File: src/logic/tfe_pkg.sv
// Constants shared by the carrier-load tuner front end.
// Assumes a single 200 MHz clock and an APB register port.
`default_nettype none
package tfe_pkg;
    // Sample path and oscillator widths.
    localparam int TFE_SAMPLE_W = 10;
    localparam int TFE_NCO_W = 32;
    localparam int TFE_LO_W = 9;
    localparam int TFE_MIX_W = TFE_SAMPLE_W + TFE_LO_W + 1;
    localparam int TFE_LUT_IDX_W = 4;
    localparam int TFE_CNT_W = 6;
    localparam int TFE_ADDR_W = 8;
    // Rates: 52 MHz over two to the 32 gives a 0.0121 Hz step.
    localparam int TFE_CLK_MHZ = 200;
    localparam int TFE_MAX_MSPS = 52;
    localparam int TFE_TUNE_REF_MHZ = 52;
    // Register byte offsets.
    localparam logic [7:0] TFE_OFS_HOLD = 8'h00;
    localparam logic [7:0] TFE_OFS_CONFIG = 8'h04;
    localparam logic [7:0] TFE_OFS_CARRIER = 8'h08;
    localparam logic [7:0] TFE_OFS_OFFSET = 8'h0C;
    localparam logic [7:0] TFE_OFS_PHASE = 8'h10;
    localparam logic [7:0] TFE_OFS_STATUS = 8'h14;
    // Configuration and status bit positions.
    localparam int TFE_CFG_OFFBIN = 0;
    localparam int TFE_CFG_COMPLEX = 1;
    localparam int TFE_STS_SHIFTING = 0;
    localparam int TFE_STS_CAPTURE = 1;
    // Reset values.
    localparam logic [31:0] TFE_HOLD_RST = 32'h0000_0000;
    localparam logic [1:0] TFE_CONFIG_RST = 2'h0;
    // Input number formats.
    typedef enum logic {
        TFE_FMT_TWOS = 1'b0,
        TFE_FMT_OFFBIN = 1'b1
    } tfe_fmt_type;
endpackage : tfe_pkg
`default_nettype wire

File: src/logic/tfe_top.sv
// Tuner front end: sample capture, carrier oscillator, complex mixer.
// Assumes pins are launched off clk by their sources, and APB on clk.
//
// How it works
// - Samples are captured on the rising edge while the enable is low.
// - Samples are 10 bits, real on the in-phase bus or complex on both.
// - Samples are read as two's complement or offset binary by config.
// - The carrier phase is turned by 0, 90, 180 or 270 degrees by pins.
// - A load pin sampled high copies the holding word to the carrier.
// - The offset word shifts in MSB first, one bit a clock, after sync.
// - Samples are mixed to zero frequency by the complex oscillator.
// - The oscillator steps by about 0.012 Hz at a 52 MHz sample rate.
// - Real or complex streams up to 52 MSPS are processed.
//
// Local design decisions: the address map and register access over APB.
`default_nettype none
module tfe_top #(
    parameter int SAMPLE_W = tfe_pkg::TFE_SAMPLE_W, // Sample width.
    parameter int NCO_W = tfe_pkg::TFE_NCO_W // Accumulator width.
) (
    input wire logic clk, // 200 MHz clock.
    input wire logic sys_rst, // Asynchronous reset, high.
    input wire logic sample_capture_enable_n, // Capture enable, low.
    input wire logic [SAMPLE_W-1:0] inphase_sample_in, // I sample.
    input wire logic [SAMPLE_W-1:0] quad_sample_in, // Q sample.
    input wire logic [1:0] carrier_phase_select, // Quarter turns.
    input wire logic carrier_freq_load, // Load carrier word.
    input wire logic carrier_offset_serial_in, // Serial offset bit.
    input wire logic carrier_offset_sync, // Sync before MSB.
    input wire logic [tfe_pkg::TFE_ADDR_W-1:0] paddr, // APB address.
    input wire logic psel, // APB select.
    input wire logic penable, // APB enable.
    input wire logic pwrite, // APB direction.
    input wire logic [31:0] pwdata, // APB write data.
    input wire logic [3:0] pstrb, // APB byte strobes.
    output logic [31:0] prdata, // APB read data.
    output logic pready, // APB ready.
    output logic pslverr, // APB error.
    output logic signed [tfe_pkg::TFE_MIX_W-1:0] mix_i_out, // Mixed I.
    output logic signed [tfe_pkg::TFE_MIX_W-1:0] mix_q_out, // Mixed Q.
    output logic mix_valid // Mixed pair valid.
);
    import tfe_pkg::*;

    localparam int PIN_W = 2 * SAMPLE_W + 6;
    localparam int MIX_W = TFE_MIX_W;
    localparam int LO_W = TFE_LO_W;
    localparam int CNT_W = TFE_CNT_W;
    localparam logic [CNT_W-1:0] LAST_BIT = CNT_W'(NCO_W - 1);
    localparam int QTR_SHIFT = NCO_W - 2;
    // Pin stage resets with the capture enable high, i.e. idle.
    localparam logic [PIN_W-1:0] PIN_RST = {1'b1, {(PIN_W-1){1'b0}}};
    // Oscillator table phase: quadrant bits above the table index.
    localparam int LUT_PH_W = TFE_LUT_IDX_W + 2;
    localparam logic [LUT_PH_W-1:0] LUT_QTR = LUT_PH_W'(1) << TFE_LUT_IDX_W;

    // Pins as they arrive, and as the core uses them one edge later.
    logic [PIN_W-1:0] pin_raw;
    logic [PIN_W-1:0] pin_q;
    logic cap_en_n;
    logic [SAMPLE_W-1:0] i_pin;
    logic [SAMPLE_W-1:0] q_pin;
    logic [1:0] phase_sel;
    logic load_pin;
    logic ser_bit;
    logic ser_sync;

    // Software-visible state and the oscillator.
    logic [31:0] hold_q;
    logic [1:0] config_q;
    logic [NCO_W-1:0] carrier_q;
    logic [NCO_W-1:0] offset_q;
    logic [NCO_W-1:0] shift_q;
    logic [CNT_W-1:0] bit_cnt_q;
    logic shifting_q;
    logic [NCO_W-1:0] phase_q;
    logic [NCO_W-1:0] phase_rot;

    // Formatted samples and the capture stage feeding the mixer.
    logic signed [SAMPLE_W-1:0] i_fmt;
    logic signed [SAMPLE_W-1:0] q_fmt;
    logic signed [SAMPLE_W-1:0] i_cap_q;
    logic signed [SAMPLE_W-1:0] q_cap_q;
    logic signed [LO_W-1:0] lo_cos_q;
    logic signed [LO_W-1:0] lo_sin_q;
    logic cap_valid_q;

    // Register bus decode.
    logic access;
    logic wr_fire;
    logic addr_ok;
    logic [31:0] rd_mux;
    logic [31:0] hold_d;

    assign pin_raw = {sample_capture_enable_n, inphase_sample_in,
                      quad_sample_in, carrier_phase_select,
                      carrier_freq_load, carrier_offset_serial_in,
                      carrier_offset_sync};
    assign {cap_en_n, i_pin, q_pin, phase_sel, load_pin, ser_bit,
            ser_sync} = pin_q;

    // The converter and the tracking loop are clocked by clk itself, so
    // the pins need no synchroniser: one register takes them all on the
    // same edge and keeps sync, serial bit and samples aligned. A filter
    // waiting for two stages to agree would swallow the one-clock sync
    // pulse and every lone serial bit.
    always_ff @(posedge clk or posedge sys_rst) begin
        if (sys_rst) begin
            pin_q <= PIN_RST;
        end else begin
            pin_q <= pin_raw;
        end
    end

    // APB decode; one wait state so that read data comes from a flop.
    assign access = psel && penable;
    assign wr_fire = access && pready && pwrite;
    always_comb begin
        addr_ok = 1'b1;
        rd_mux = '0;
        unique case (paddr)
            TFE_OFS_HOLD: rd_mux = hold_q;
            TFE_OFS_CONFIG: rd_mux[1:0] = config_q;
            TFE_OFS_CARRIER: rd_mux = 32'(carrier_q);
            TFE_OFS_OFFSET: rd_mux = 32'(offset_q);
            TFE_OFS_PHASE: rd_mux = 32'(phase_q);
            TFE_OFS_STATUS: begin
                rd_mux[TFE_STS_SHIFTING] = shifting_q;
                rd_mux[TFE_STS_CAPTURE] = ~cap_en_n;
            end
            default: addr_ok = 1'b0;
        endcase
    end

    always_ff @(posedge clk or posedge sys_rst) begin
        if (sys_rst) begin
            pready <= 1'b0;
            pslverr <= 1'b0;
            prdata <= '0;
        end else begin
            pready <= access && !pready;
            pslverr <= access && !pready && !addr_ok;
            if (access && !pready) begin
                prdata <= (pwrite || !addr_ok) ? 32'h0000_0000 : rd_mux;
            end
        end
    end

    // Byte-lane merge for the holding register.
    always_comb begin
        hold_d = hold_q;
        for (int b = 0; b < 4; b++) begin
            if (pstrb[b]) begin
                hold_d[8*b +: 8] = pwdata[8*b +: 8];
            end
        end
    end

    // Holding word; the controller keeps the load pin low meanwhile.
    always_ff @(posedge clk or posedge sys_rst) begin
        if (sys_rst) begin
            hold_q <= TFE_HOLD_RST;
        end else if (wr_fire && paddr == TFE_OFS_HOLD) begin
            hold_q <= hold_d;
        end
    end

    // Format and real/complex selection; only the low byte matters.
    always_ff @(posedge clk or posedge sys_rst) begin
        if (sys_rst) begin
            config_q <= TFE_CONFIG_RST;
        end else if (wr_fire && paddr == TFE_OFS_CONFIG && pstrb[0]) begin
            config_q <= pwdata[1:0];
        end
    end

    // Carrier word follows the holding word whenever the pin is high.
    always_ff @(posedge clk or posedge sys_rst) begin
        if (sys_rst) begin
            carrier_q <= '0;
        end else if (load_pin) begin
            carrier_q <= NCO_W'(hold_q);
        end
    end

    // Serial offset: sync arms, then one bit a clock MSB first. A sync
    // inside a word restarts it, so a lost bit costs one word only.
    always_ff @(posedge clk or posedge sys_rst) begin
        if (sys_rst) begin
            shifting_q <= 1'b0;
            bit_cnt_q <= '0;
            shift_q <= '0;
            offset_q <= '0;
        end else if (ser_sync) begin
            shifting_q <= 1'b1;
            bit_cnt_q <= '0;
        end else if (shifting_q) begin
            shift_q <= {shift_q[NCO_W-2:0], ser_bit};
            bit_cnt_q <= bit_cnt_q + 1'b1;
            if (bit_cnt_q == LAST_BIT) begin
                shifting_q <= 1'b0;
                offset_q <= {shift_q[NCO_W-2:0], ser_bit};
            end
        end
    end

    // Accumulator step is the sample rate / 2^32, 0.0121 Hz at 52 MHz.
    always_ff @(posedge clk or posedge sys_rst) begin
        if (sys_rst) begin
            phase_q <= '0;
        end else if (!cap_en_n) begin
            phase_q <= phase_q + carrier_q + offset_q;
        end
    end

    // Quarter-turn rotation: code n adds n times 90 degrees.
    assign phase_rot = phase_q
        + (NCO_W'(phase_sel) << QTR_SHIFT);

    // Quarter-wave sine table, sampled at half steps for symmetry.
    function automatic logic [LO_W-2:0] tfe_qsin(
        input logic [TFE_LUT_IDX_W-1:0] idx
    );
        unique case (idx)
            4'h0: tfe_qsin = 8'h0D;
            4'h1: tfe_qsin = 8'h25;
            4'h2: tfe_qsin = 8'h3E;
            4'h3: tfe_qsin = 8'h56;
            4'h4: tfe_qsin = 8'h6D;
            4'h5: tfe_qsin = 8'h83;
            4'h6: tfe_qsin = 8'h98;
            4'h7: tfe_qsin = 8'hAB;
            4'h8: tfe_qsin = 8'hBD;
            4'h9: tfe_qsin = 8'hCD;
            4'hA: tfe_qsin = 8'hDB;
            4'hB: tfe_qsin = 8'hE7;
            4'hC: tfe_qsin = 8'hF0;
            4'hD: tfe_qsin = 8'hF7;
            4'hE: tfe_qsin = 8'hFC;
            4'hF: tfe_qsin = 8'hFF;
        endcase
    endfunction : tfe_qsin

    // Full sine from quadrant folding; cosine is sine a quarter ahead.
    function automatic logic signed [LO_W-1:0] tfe_sin(
        input logic [TFE_LUT_IDX_W+1:0] ph
    );
        logic [LO_W-2:0] mag;
        mag = ph[TFE_LUT_IDX_W] ? tfe_qsin(~ph[TFE_LUT_IDX_W-1:0])
                                : tfe_qsin(ph[TFE_LUT_IDX_W-1:0]);
        tfe_sin = ph[TFE_LUT_IDX_W+1] ? -$signed({1'b0, mag})
                                      : $signed({1'b0, mag});
    endfunction : tfe_sin

    // Offset binary differs from two's complement only in the MSB.
    assign i_fmt = config_q[TFE_CFG_OFFBIN] == TFE_FMT_OFFBIN
        ? {~i_pin[SAMPLE_W-1], i_pin[SAMPLE_W-2:0]} : i_pin;
    assign q_fmt = !config_q[TFE_CFG_COMPLEX] ? '0
        : config_q[TFE_CFG_OFFBIN] == TFE_FMT_OFFBIN
        ? {~q_pin[SAMPLE_W-1], q_pin[SAMPLE_W-2:0]} : q_pin;

    // Capture stage: samples and oscillator taken on the same edge.
    always_ff @(posedge clk or posedge sys_rst) begin
        if (sys_rst) begin
            i_cap_q <= '0;
            q_cap_q <= '0;
            lo_cos_q <= '0;
            lo_sin_q <= '0;
            cap_valid_q <= 1'b0;
        end else begin
            cap_valid_q <= !cap_en_n;
            if (!cap_en_n) begin
                i_cap_q <= i_fmt;
                q_cap_q <= q_fmt;
                lo_sin_q <= tfe_sin(phase_rot[NCO_W-1 -: LUT_PH_W]);
                lo_cos_q <= tfe_sin(phase_rot[NCO_W-1 -: LUT_PH_W]
                    + LUT_QTR);
            end
        end
    end

    // Mixer (I + jQ)(cos - j sin); one multiply stage keeps it well
    // inside 5 ns, far above the 52 MSPS the path must sustain.
    always_ff @(posedge clk or posedge sys_rst) begin
        if (sys_rst) begin
            mix_i_out <= '0;
            mix_q_out <= '0;
            mix_valid <= 1'b0;
        end else begin
            mix_valid <= cap_valid_q;
            if (cap_valid_q) begin
                mix_i_out <= MIX_W'(i_cap_q * lo_cos_q)
                    + MIX_W'(q_cap_q * lo_sin_q);
                mix_q_out <= MIX_W'(q_cap_q * lo_cos_q)
                    - MIX_W'(i_cap_q * lo_sin_q);
            end
        end
    end
endmodule : tfe_top
`default_nettype wire

File: config.mk
export PLATFORM = sky130hd
export DESIGN_NAME = tfe_top
export DESIGN_NICKNAME = d
export VERILOG_FILES = /design/src/logic/tfe_pkg.sv /design/src/logic/tfe_top.sv
export SDC_FILE = /design/constraint.sdc
export NUM_CORES = 2
export LEC_CHECK = 0
export BUFFER_PORTS_ARGS = -buffer_cell sky130_fd_sc_hd__buf_2
export CAP_MARGIN = 20
export CORE_MARGIN = 8
export CORE_UTILIZATION = 50
export DETAILED_ROUTE_END_ITERATION = 10
export HOLD_SLACK_MARGIN = 0.05
export PLACE_DENSITY = 0.65
export SETUP_SLACK_MARGIN = 0.1
export SYNTH_ARGS = -nofsm -noshare
export SYNTH_HDL_FRONTEND = slang
export SYNTH_SLANG_ARGS = --single-unit
File: constraint.sdc
create_clock -name clk -period 17 [get_ports clk]
set_input_delay 4.25 -clock clk [delete_from_list [all_inputs] [get_ports clk]]
set_output_delay 4.25 -clock clk [all_outputs]
set_load 0.01 [all_outputs]
# Yosys cells after proc, flatten, opt, wreduce, memory -nomap -nowiden
# Memory sizes are Yosys's and may differ from the RTL's.
# Index checks and enable logic that the tools add are counted.
[totals] regBits=308 latchBits=0 ram_bits=0 mem_bits_ro=512 output_inout_bits=75 elab_cells=93 mem_count=4
[classes] add_sub_neg=9 multipliers=4 n_div=0 order_cmp=0 eq_ne=6 shifts=0 mux=20 bitwise_logic=6 reduce_logical=21
[mem_list] name="(name not given)" depth=16 word_bits=8 read_ports=1 rd_ports_with_merged_regs=0 write_ports=0 line_no="tfe_top.sv:224" text="unique case (idx)"
[mem_list] name="(name not given)" depth=16 word_bits=8 read_ports=1 rd_ports_with_merged_regs=0 write_ports=0 line_no="tfe_top.sv:224"
[mem_list] name="(name not given)" depth=16 word_bits=8 read_ports=1 rd_ports_with_merged_regs=0 write_ports=0 line_no="tfe_top.sv:224"
[mem_list] name="(name not given)" depth=16 word_bits=8 read_ports=1 rd_ports_with_merged_regs=0 write_ports=0 line_no="tfe_top.sv:224"
[ops] operator="30-bit one-hot mux with 4 select lines" n=1
[ops] operator="32-bit adder" n=3
[ops] operator="10-bit by 9-bit multiplier with 19-bit output" n=4
[ops] operator="8-bit two-way mux" n=6
[ops] operator="32-bit two-way mux" n=1
[ops] operator="10-bit two-way mux" n=3
[ops] operator="19-bit by 19-bit adder with 20-bit output" n=1
[ops] operator="19-bit by 19-bit subtractor with 20-bit output" n=1
[ops] operator="9-bit two-way mux" n=2
[ops] operator="8-bit negation with 9-bit output" n=2
[ops] operator="8-bit by 4-bit equality test with 1-bit output (second input constant)" n=2
[ops] operator="8-bit by 5-bit equality test with 1-bit output (second input constant)" n=2
[ops] operator="6-bit two-way mux" n=2
[ops] operator="2-bit one-hot mux with 6 select lines" n=1
[ops] operator="2-bit AND reduction" n=5
[ops] operator="8-bit by 3-bit equality test with 1-bit output (second input constant)" n=1
[ops] operator="1-bit logical AND" n=8
[ops] operator="8-bit zero test" n=1
[ops] operator="4-bit NOT" n=2
[ops] operator="6-bit by 1-bit adder with 6-bit output (second input constant)" n=1
[ops] operator="6-bit by 5-bit adder with 6-bit output (second input constant)" n=1
[ops] operator="6-bit by 5-bit equality test with 1-bit output (second input constant)" n=1
[ops] operator="6-bit OR reduction" n=1
[ops] operator="1-bit two-way mux" n=4
[ops] operator="5 further kinds" n=10

# Depth between registers and ports, before layout
# An unclocked memory read counts as a cell.
[logic_depth] ltp_word=8 mapped_depth=26 depth_no_buf=24

# Worst setup path after synthesis
# Ideal clock, no wire load.
[synth_path] path_kind="reg-to-reg" from="register q_cap_q[7]" to="register mix_i_out[18] (netlist bit)" setup_ps=125 t_arrival_ps=6185 slack_ps=10690 stages_incl_launch_ff=22 n_path_buf=2 synth_period_minus_slack_ps=6310 path_cell_list="dfrtp_1 > clkbuf_1 > clkbuf_1 > nand2_1 > fa_1 > inv_1 > fa_1 > inv_1 > fa_1 > inv_1 > fa_1 > fa_1 > fa_1 > fa_1 > ha_1 > a2111oi_4 > o31ai_1 > or4_4 > a311o_1 > a21oi_2 > xnor2_1 > mux2_2"
[synth_via] elab_chain_len=2
[synth_rtl] element="from (decl)" line_no="tfe_top.sv:83" text="logic signed [SAMPLE_W-1:0] q_cap_q;"
[synth_rtl] element="from (signal assigned)" line_no="tfe_top.sv:274" text="q_cap_q <= q_fmt;"
[synth_rtl] element="10-bit by 9-bit multiplier with 19-bit output" line_no="tfe_top.sv:293" text="+ MIX_W'(q_cap_q * lo_sin_q);"
[synth_rtl] element="19-bit by 19-bit adder with 20-bit output" line_no="tfe_top.sv:293"
[synth_rtl] element="to (signal assigned)" line_no="tfe_top.sv:292" text="mix_i_out <= MIX_W'(i_cap_q * lo_cos_q)"
[synth_rtl] element="to (decl)" line_no="tfe_top.sv:39" text="output logic signed [tfe_pkg::TFE_MIX_W-1:0] mix_i_out,"
# No other way between the ends.
# A chain may end at the register's enable or synchronous reset.

# Worst setup path in the final report
[layout_path] from="register lo_sin_q[0]" to="register mix_q_out[19] (netlist bit)"
[layout_via] elab_chain_len=2
[layout_rtl] element="from (decl)" line_no="tfe_top.sv:85" text="logic signed [LO_W-1:0] lo_sin_q;"
[layout_rtl] element="from (signal assigned)" line_no="tfe_top.sv:275" text="lo_sin_q <= tfe_sin(phase_rot[NCO_W-1 -: LUT_PH_W]);"
[layout_rtl] element="10-bit by 9-bit multiplier with 19-bit output" line_no="tfe_top.sv:295" text="- MIX_W'(i_cap_q * lo_sin_q);"
[layout_rtl] element="19-bit by 19-bit subtractor with 20-bit output" line_no="tfe_top.sv:295"
[layout_rtl] element="to (signal assigned)" line_no="tfe_top.sv:294" text="mix_q_out <= MIX_W'(q_cap_q * lo_cos_q)"
[layout_rtl] element="to (decl)" line_no="tfe_top.sv:40" text="output logic signed [tfe_pkg::TFE_MIX_W-1:0] mix_q_out,"
# No other way between the ends.

==> impl_metrics.yaml <==
synthesis:
  post-synth-top-count-cell: "inv_1"
  synth_nets: 3467
  synth.cell_area_um2: 29290
  syn_avg_cell_area_um2: 10.55
  synth.distinct_cells: 62
  synth_top_area_share_pct: 28.36
  yosys-top-cells-area: "fa_1, dfrtp_1, ha_1, mux2_2, inv_1"
  synth_warnings: 0
  syn_inst: 2777
  synth_area_leader_cell: "fa_1"
  yosysSeqAreaShare_pct: 26.32
  yosys_most_used_dff: "dfrtp_1"
  async_reset_ff_share_pct: 100.0
  synth-edff-count: 0
  yosys-top-cells-count: "inv_1, fa_1, dfrtp_1, nand2_1, ha_1"
  synth.ff_latch_count: 308
clock_tree:
  h-tree-depth: 2
  cts_buffers: 38
  post_cts_buffers: 0
  cts_root_buffer: "clkbuf_16"
  clock-sinks: 308
  cts_resized: 0
  cts.path.max_buffers: 3
  hold_buffers: 0
  clk_latency_ns: 0.58
  cts_tree: "yes"
  clk_pin_slew_ns: 0.06
timing:
  rsz0062_at_grt: "false"
  fin_crit_ns: 6.942
  fin_skew_ns: 0.02193
  timing.hold.ws_ns: 0.4646
  fmax_mhz: 144.1
  drv_slew: 0
  timing.final.crit_share_pct: 40.83
  hold_viol_final: 0
  tightest_slew_ns: 1.022
  slew-limit-headroom_pct: 30.09
  setup_viol_count_final: 0
  fin_tns_setup_ns: 0
critical_path:
  critPathMaxStageDelay_ns: 0.88
  crit_chain: "nand2_1 > fa_1 > inv_1 > fa_1 > fa_1 > inv_1 > fa_1 > fa_1 > fa_1 > ha_1 > ha_1 > a21o_1 > a221o_1 > a211oi_1 > o21ai_0 > a31oi_1 > xnor2_1 > mux2_2"
  crit_arrival_ns: 7.41
  cp_max_fo: 21
  cp.required_ns: 17.46
  crit_path_start_kind: "flop"
  worst_setup_path_end_kind: "flop"
  cp_slowest_cell: "dfrtp_1"
  cpMostUsedCell: "fa_1"
  crit_type: "reg -> reg"
global_routing:
  grt_use_total_pct: 21.27
  overflow: 0
  grt_max_degree: 117
  grt_pass1_vias: 22285
  antenna_found_initial: 1
  grt_pass1_wl_um: 115500
floorplanning:
  start_util_pct: 50.67
  fp.coreArea_um2: 57810
  die_h_um: 258.0
  die_x_um: 258.0
  dieArea_um2: 66580
  ioPinCount: 150
  rows: 88
detailed_routing:
  highest_layer: "met5"
  ant_nets: 0
  vias: 19877
  dr_wl_met2_um: 35740
  met3_length_um: 2886
  vias_per_cell: 5.473
  drc: 0
  wl_per_cell_um: 18.81
  firstDrtPassIters: 6
  routed_wirelength_um: 68300
  met1_length_um: 27350
  drtIter0Drc: 1037
layout:
  seq_area_um2: 7714
  multi_input_area_um2: 19470
  finalNetCount: 3529
  diodes: 0
  layout-drive-gt1-share_pct: 15.52
  area.growth.synth_to_final_pct: 8.864
  fillers: 5100
run_status:
  status: "finished, final reports clean"
placed_design:
  place_congestion: 0.8399
  portBuffers: 149
  dp_hpwl_um: 50310
hold_path:
  min_path_type: "reg -> reg"
run:
  cap_viol_max_count: 0
kinds of logic (layout without fill, tap and decap cells):
kind of cell	after synthesis	count (layout)	synth area share, %
simple gates	634	634	10.60
fa+ha+maj	615	615	36.91
buf+inv	569	659	7.292
compound gates	338	338	7.706
flops	308	308	26.32
mux	216	216	8.274
xor+xnor	97	97	2.900
metal layers:
layer / up-vias / track usage, %
li1: 9041 / -
met1: 10228 / 25.94
met2: 456 / 38.42
met3: 150 / 2.945
met4: 2 / 7.202
met5: - / 0
stage by stage:
step	util (%)	std cells	setup slack (ns)	area, um2
finish	55.16	3632	10.06	31890
CTS	55.16	3632	10.08	31890
detailed placement	52.95	3564	10.11	30610
global placement	52.95	3564	10.22	30610
floorplan	-	2777	4.236	29290
global route	55.16	3632	9.696	31890
flip-flops by register name (all words and copies together) (netlist names), 10 cells and up:
| register | count |
|---|---|
| mix_i_out | 20 |
| q_cap_q | 10 |
| pin_q | 26 |
| carrier_q | 32 |
| phase_q | 32 |
| mix_q_out | 20 |
| hold_q | 32 |
| offset_q | 32 |
| i_cap_q | 10 |
| shift_q | 31 |
| prdata | 32 |
path summary, 6_finish.rpt:
path                             start             to  slack, ns  depth (start not counted)
setup reg to reg           lo_sin_q[0]  mix_q_out[19]      10.06                         18
max in group asynchronous      sys_rst     prdata[21]      11.00                          4
hold reg to reg              pin_q[10]     q_cap_q[5]       0.46                          1
min in group asynchronous      sys_rst      hold_q[3]       3.79                          2
setup / recovery           lo_sin_q[0]  mix_q_out[19]      10.06                         18
hold / removal               pin_q[10]     q_cap_q[5]       0.46                          1
cell usage in the layout (no fill, tap or decap), types with 15 or more instances in the layout:
master,instances
a21o_1,22
a21oi_1,61
a222oi_1,30
and2_1,186
buf_2,149
buf_4,15
clkbuf_16,38
dfrtp_1,306
fa_1,415
ha_1,200
inv_1,426
mux2_2,199
mux2i_1,16
nand2_1,248
nand2b_1,18
nor2_1,86
nor3_1,23
o21ai_0,110
xnor2_1,63
xor2_1,34
layout make-up:
| class | instances | share of cell area [%] |
|---|---|---|
| Timing Repair Buffer | 164 | 2.692 |
| Inverter | 427 | 5.050 |
| Multi-Input combinational cell | 1900 | 61.06 |
| Sequential cell | 308 | 24.19 |
| Clock buffer | 58 | 3.531 |
| Clock inverter | 10 | 0.4748 |
| Tap cell | 765 | 3.002 |
worst max-delay path, delay by kind of cell (launching register included):
| family | cells | cell delay [ns] |
|---|---|---|
| fa+ha+maj | 8 | 3.67 |
| compound gates | 5 | 1.30 |
| flops | 1 | 0.88 |
| simple gates | 1 | 0.50 |
| mux | 1 | 0.27 |
| buf+inv | 2 | 0.10 |
| xor+xnor | 1 | 0.09 |
Power is left out: the tool's default activity adds up to more than one toggle a clock period on the data nets, which glitch-free logic cannot reach.
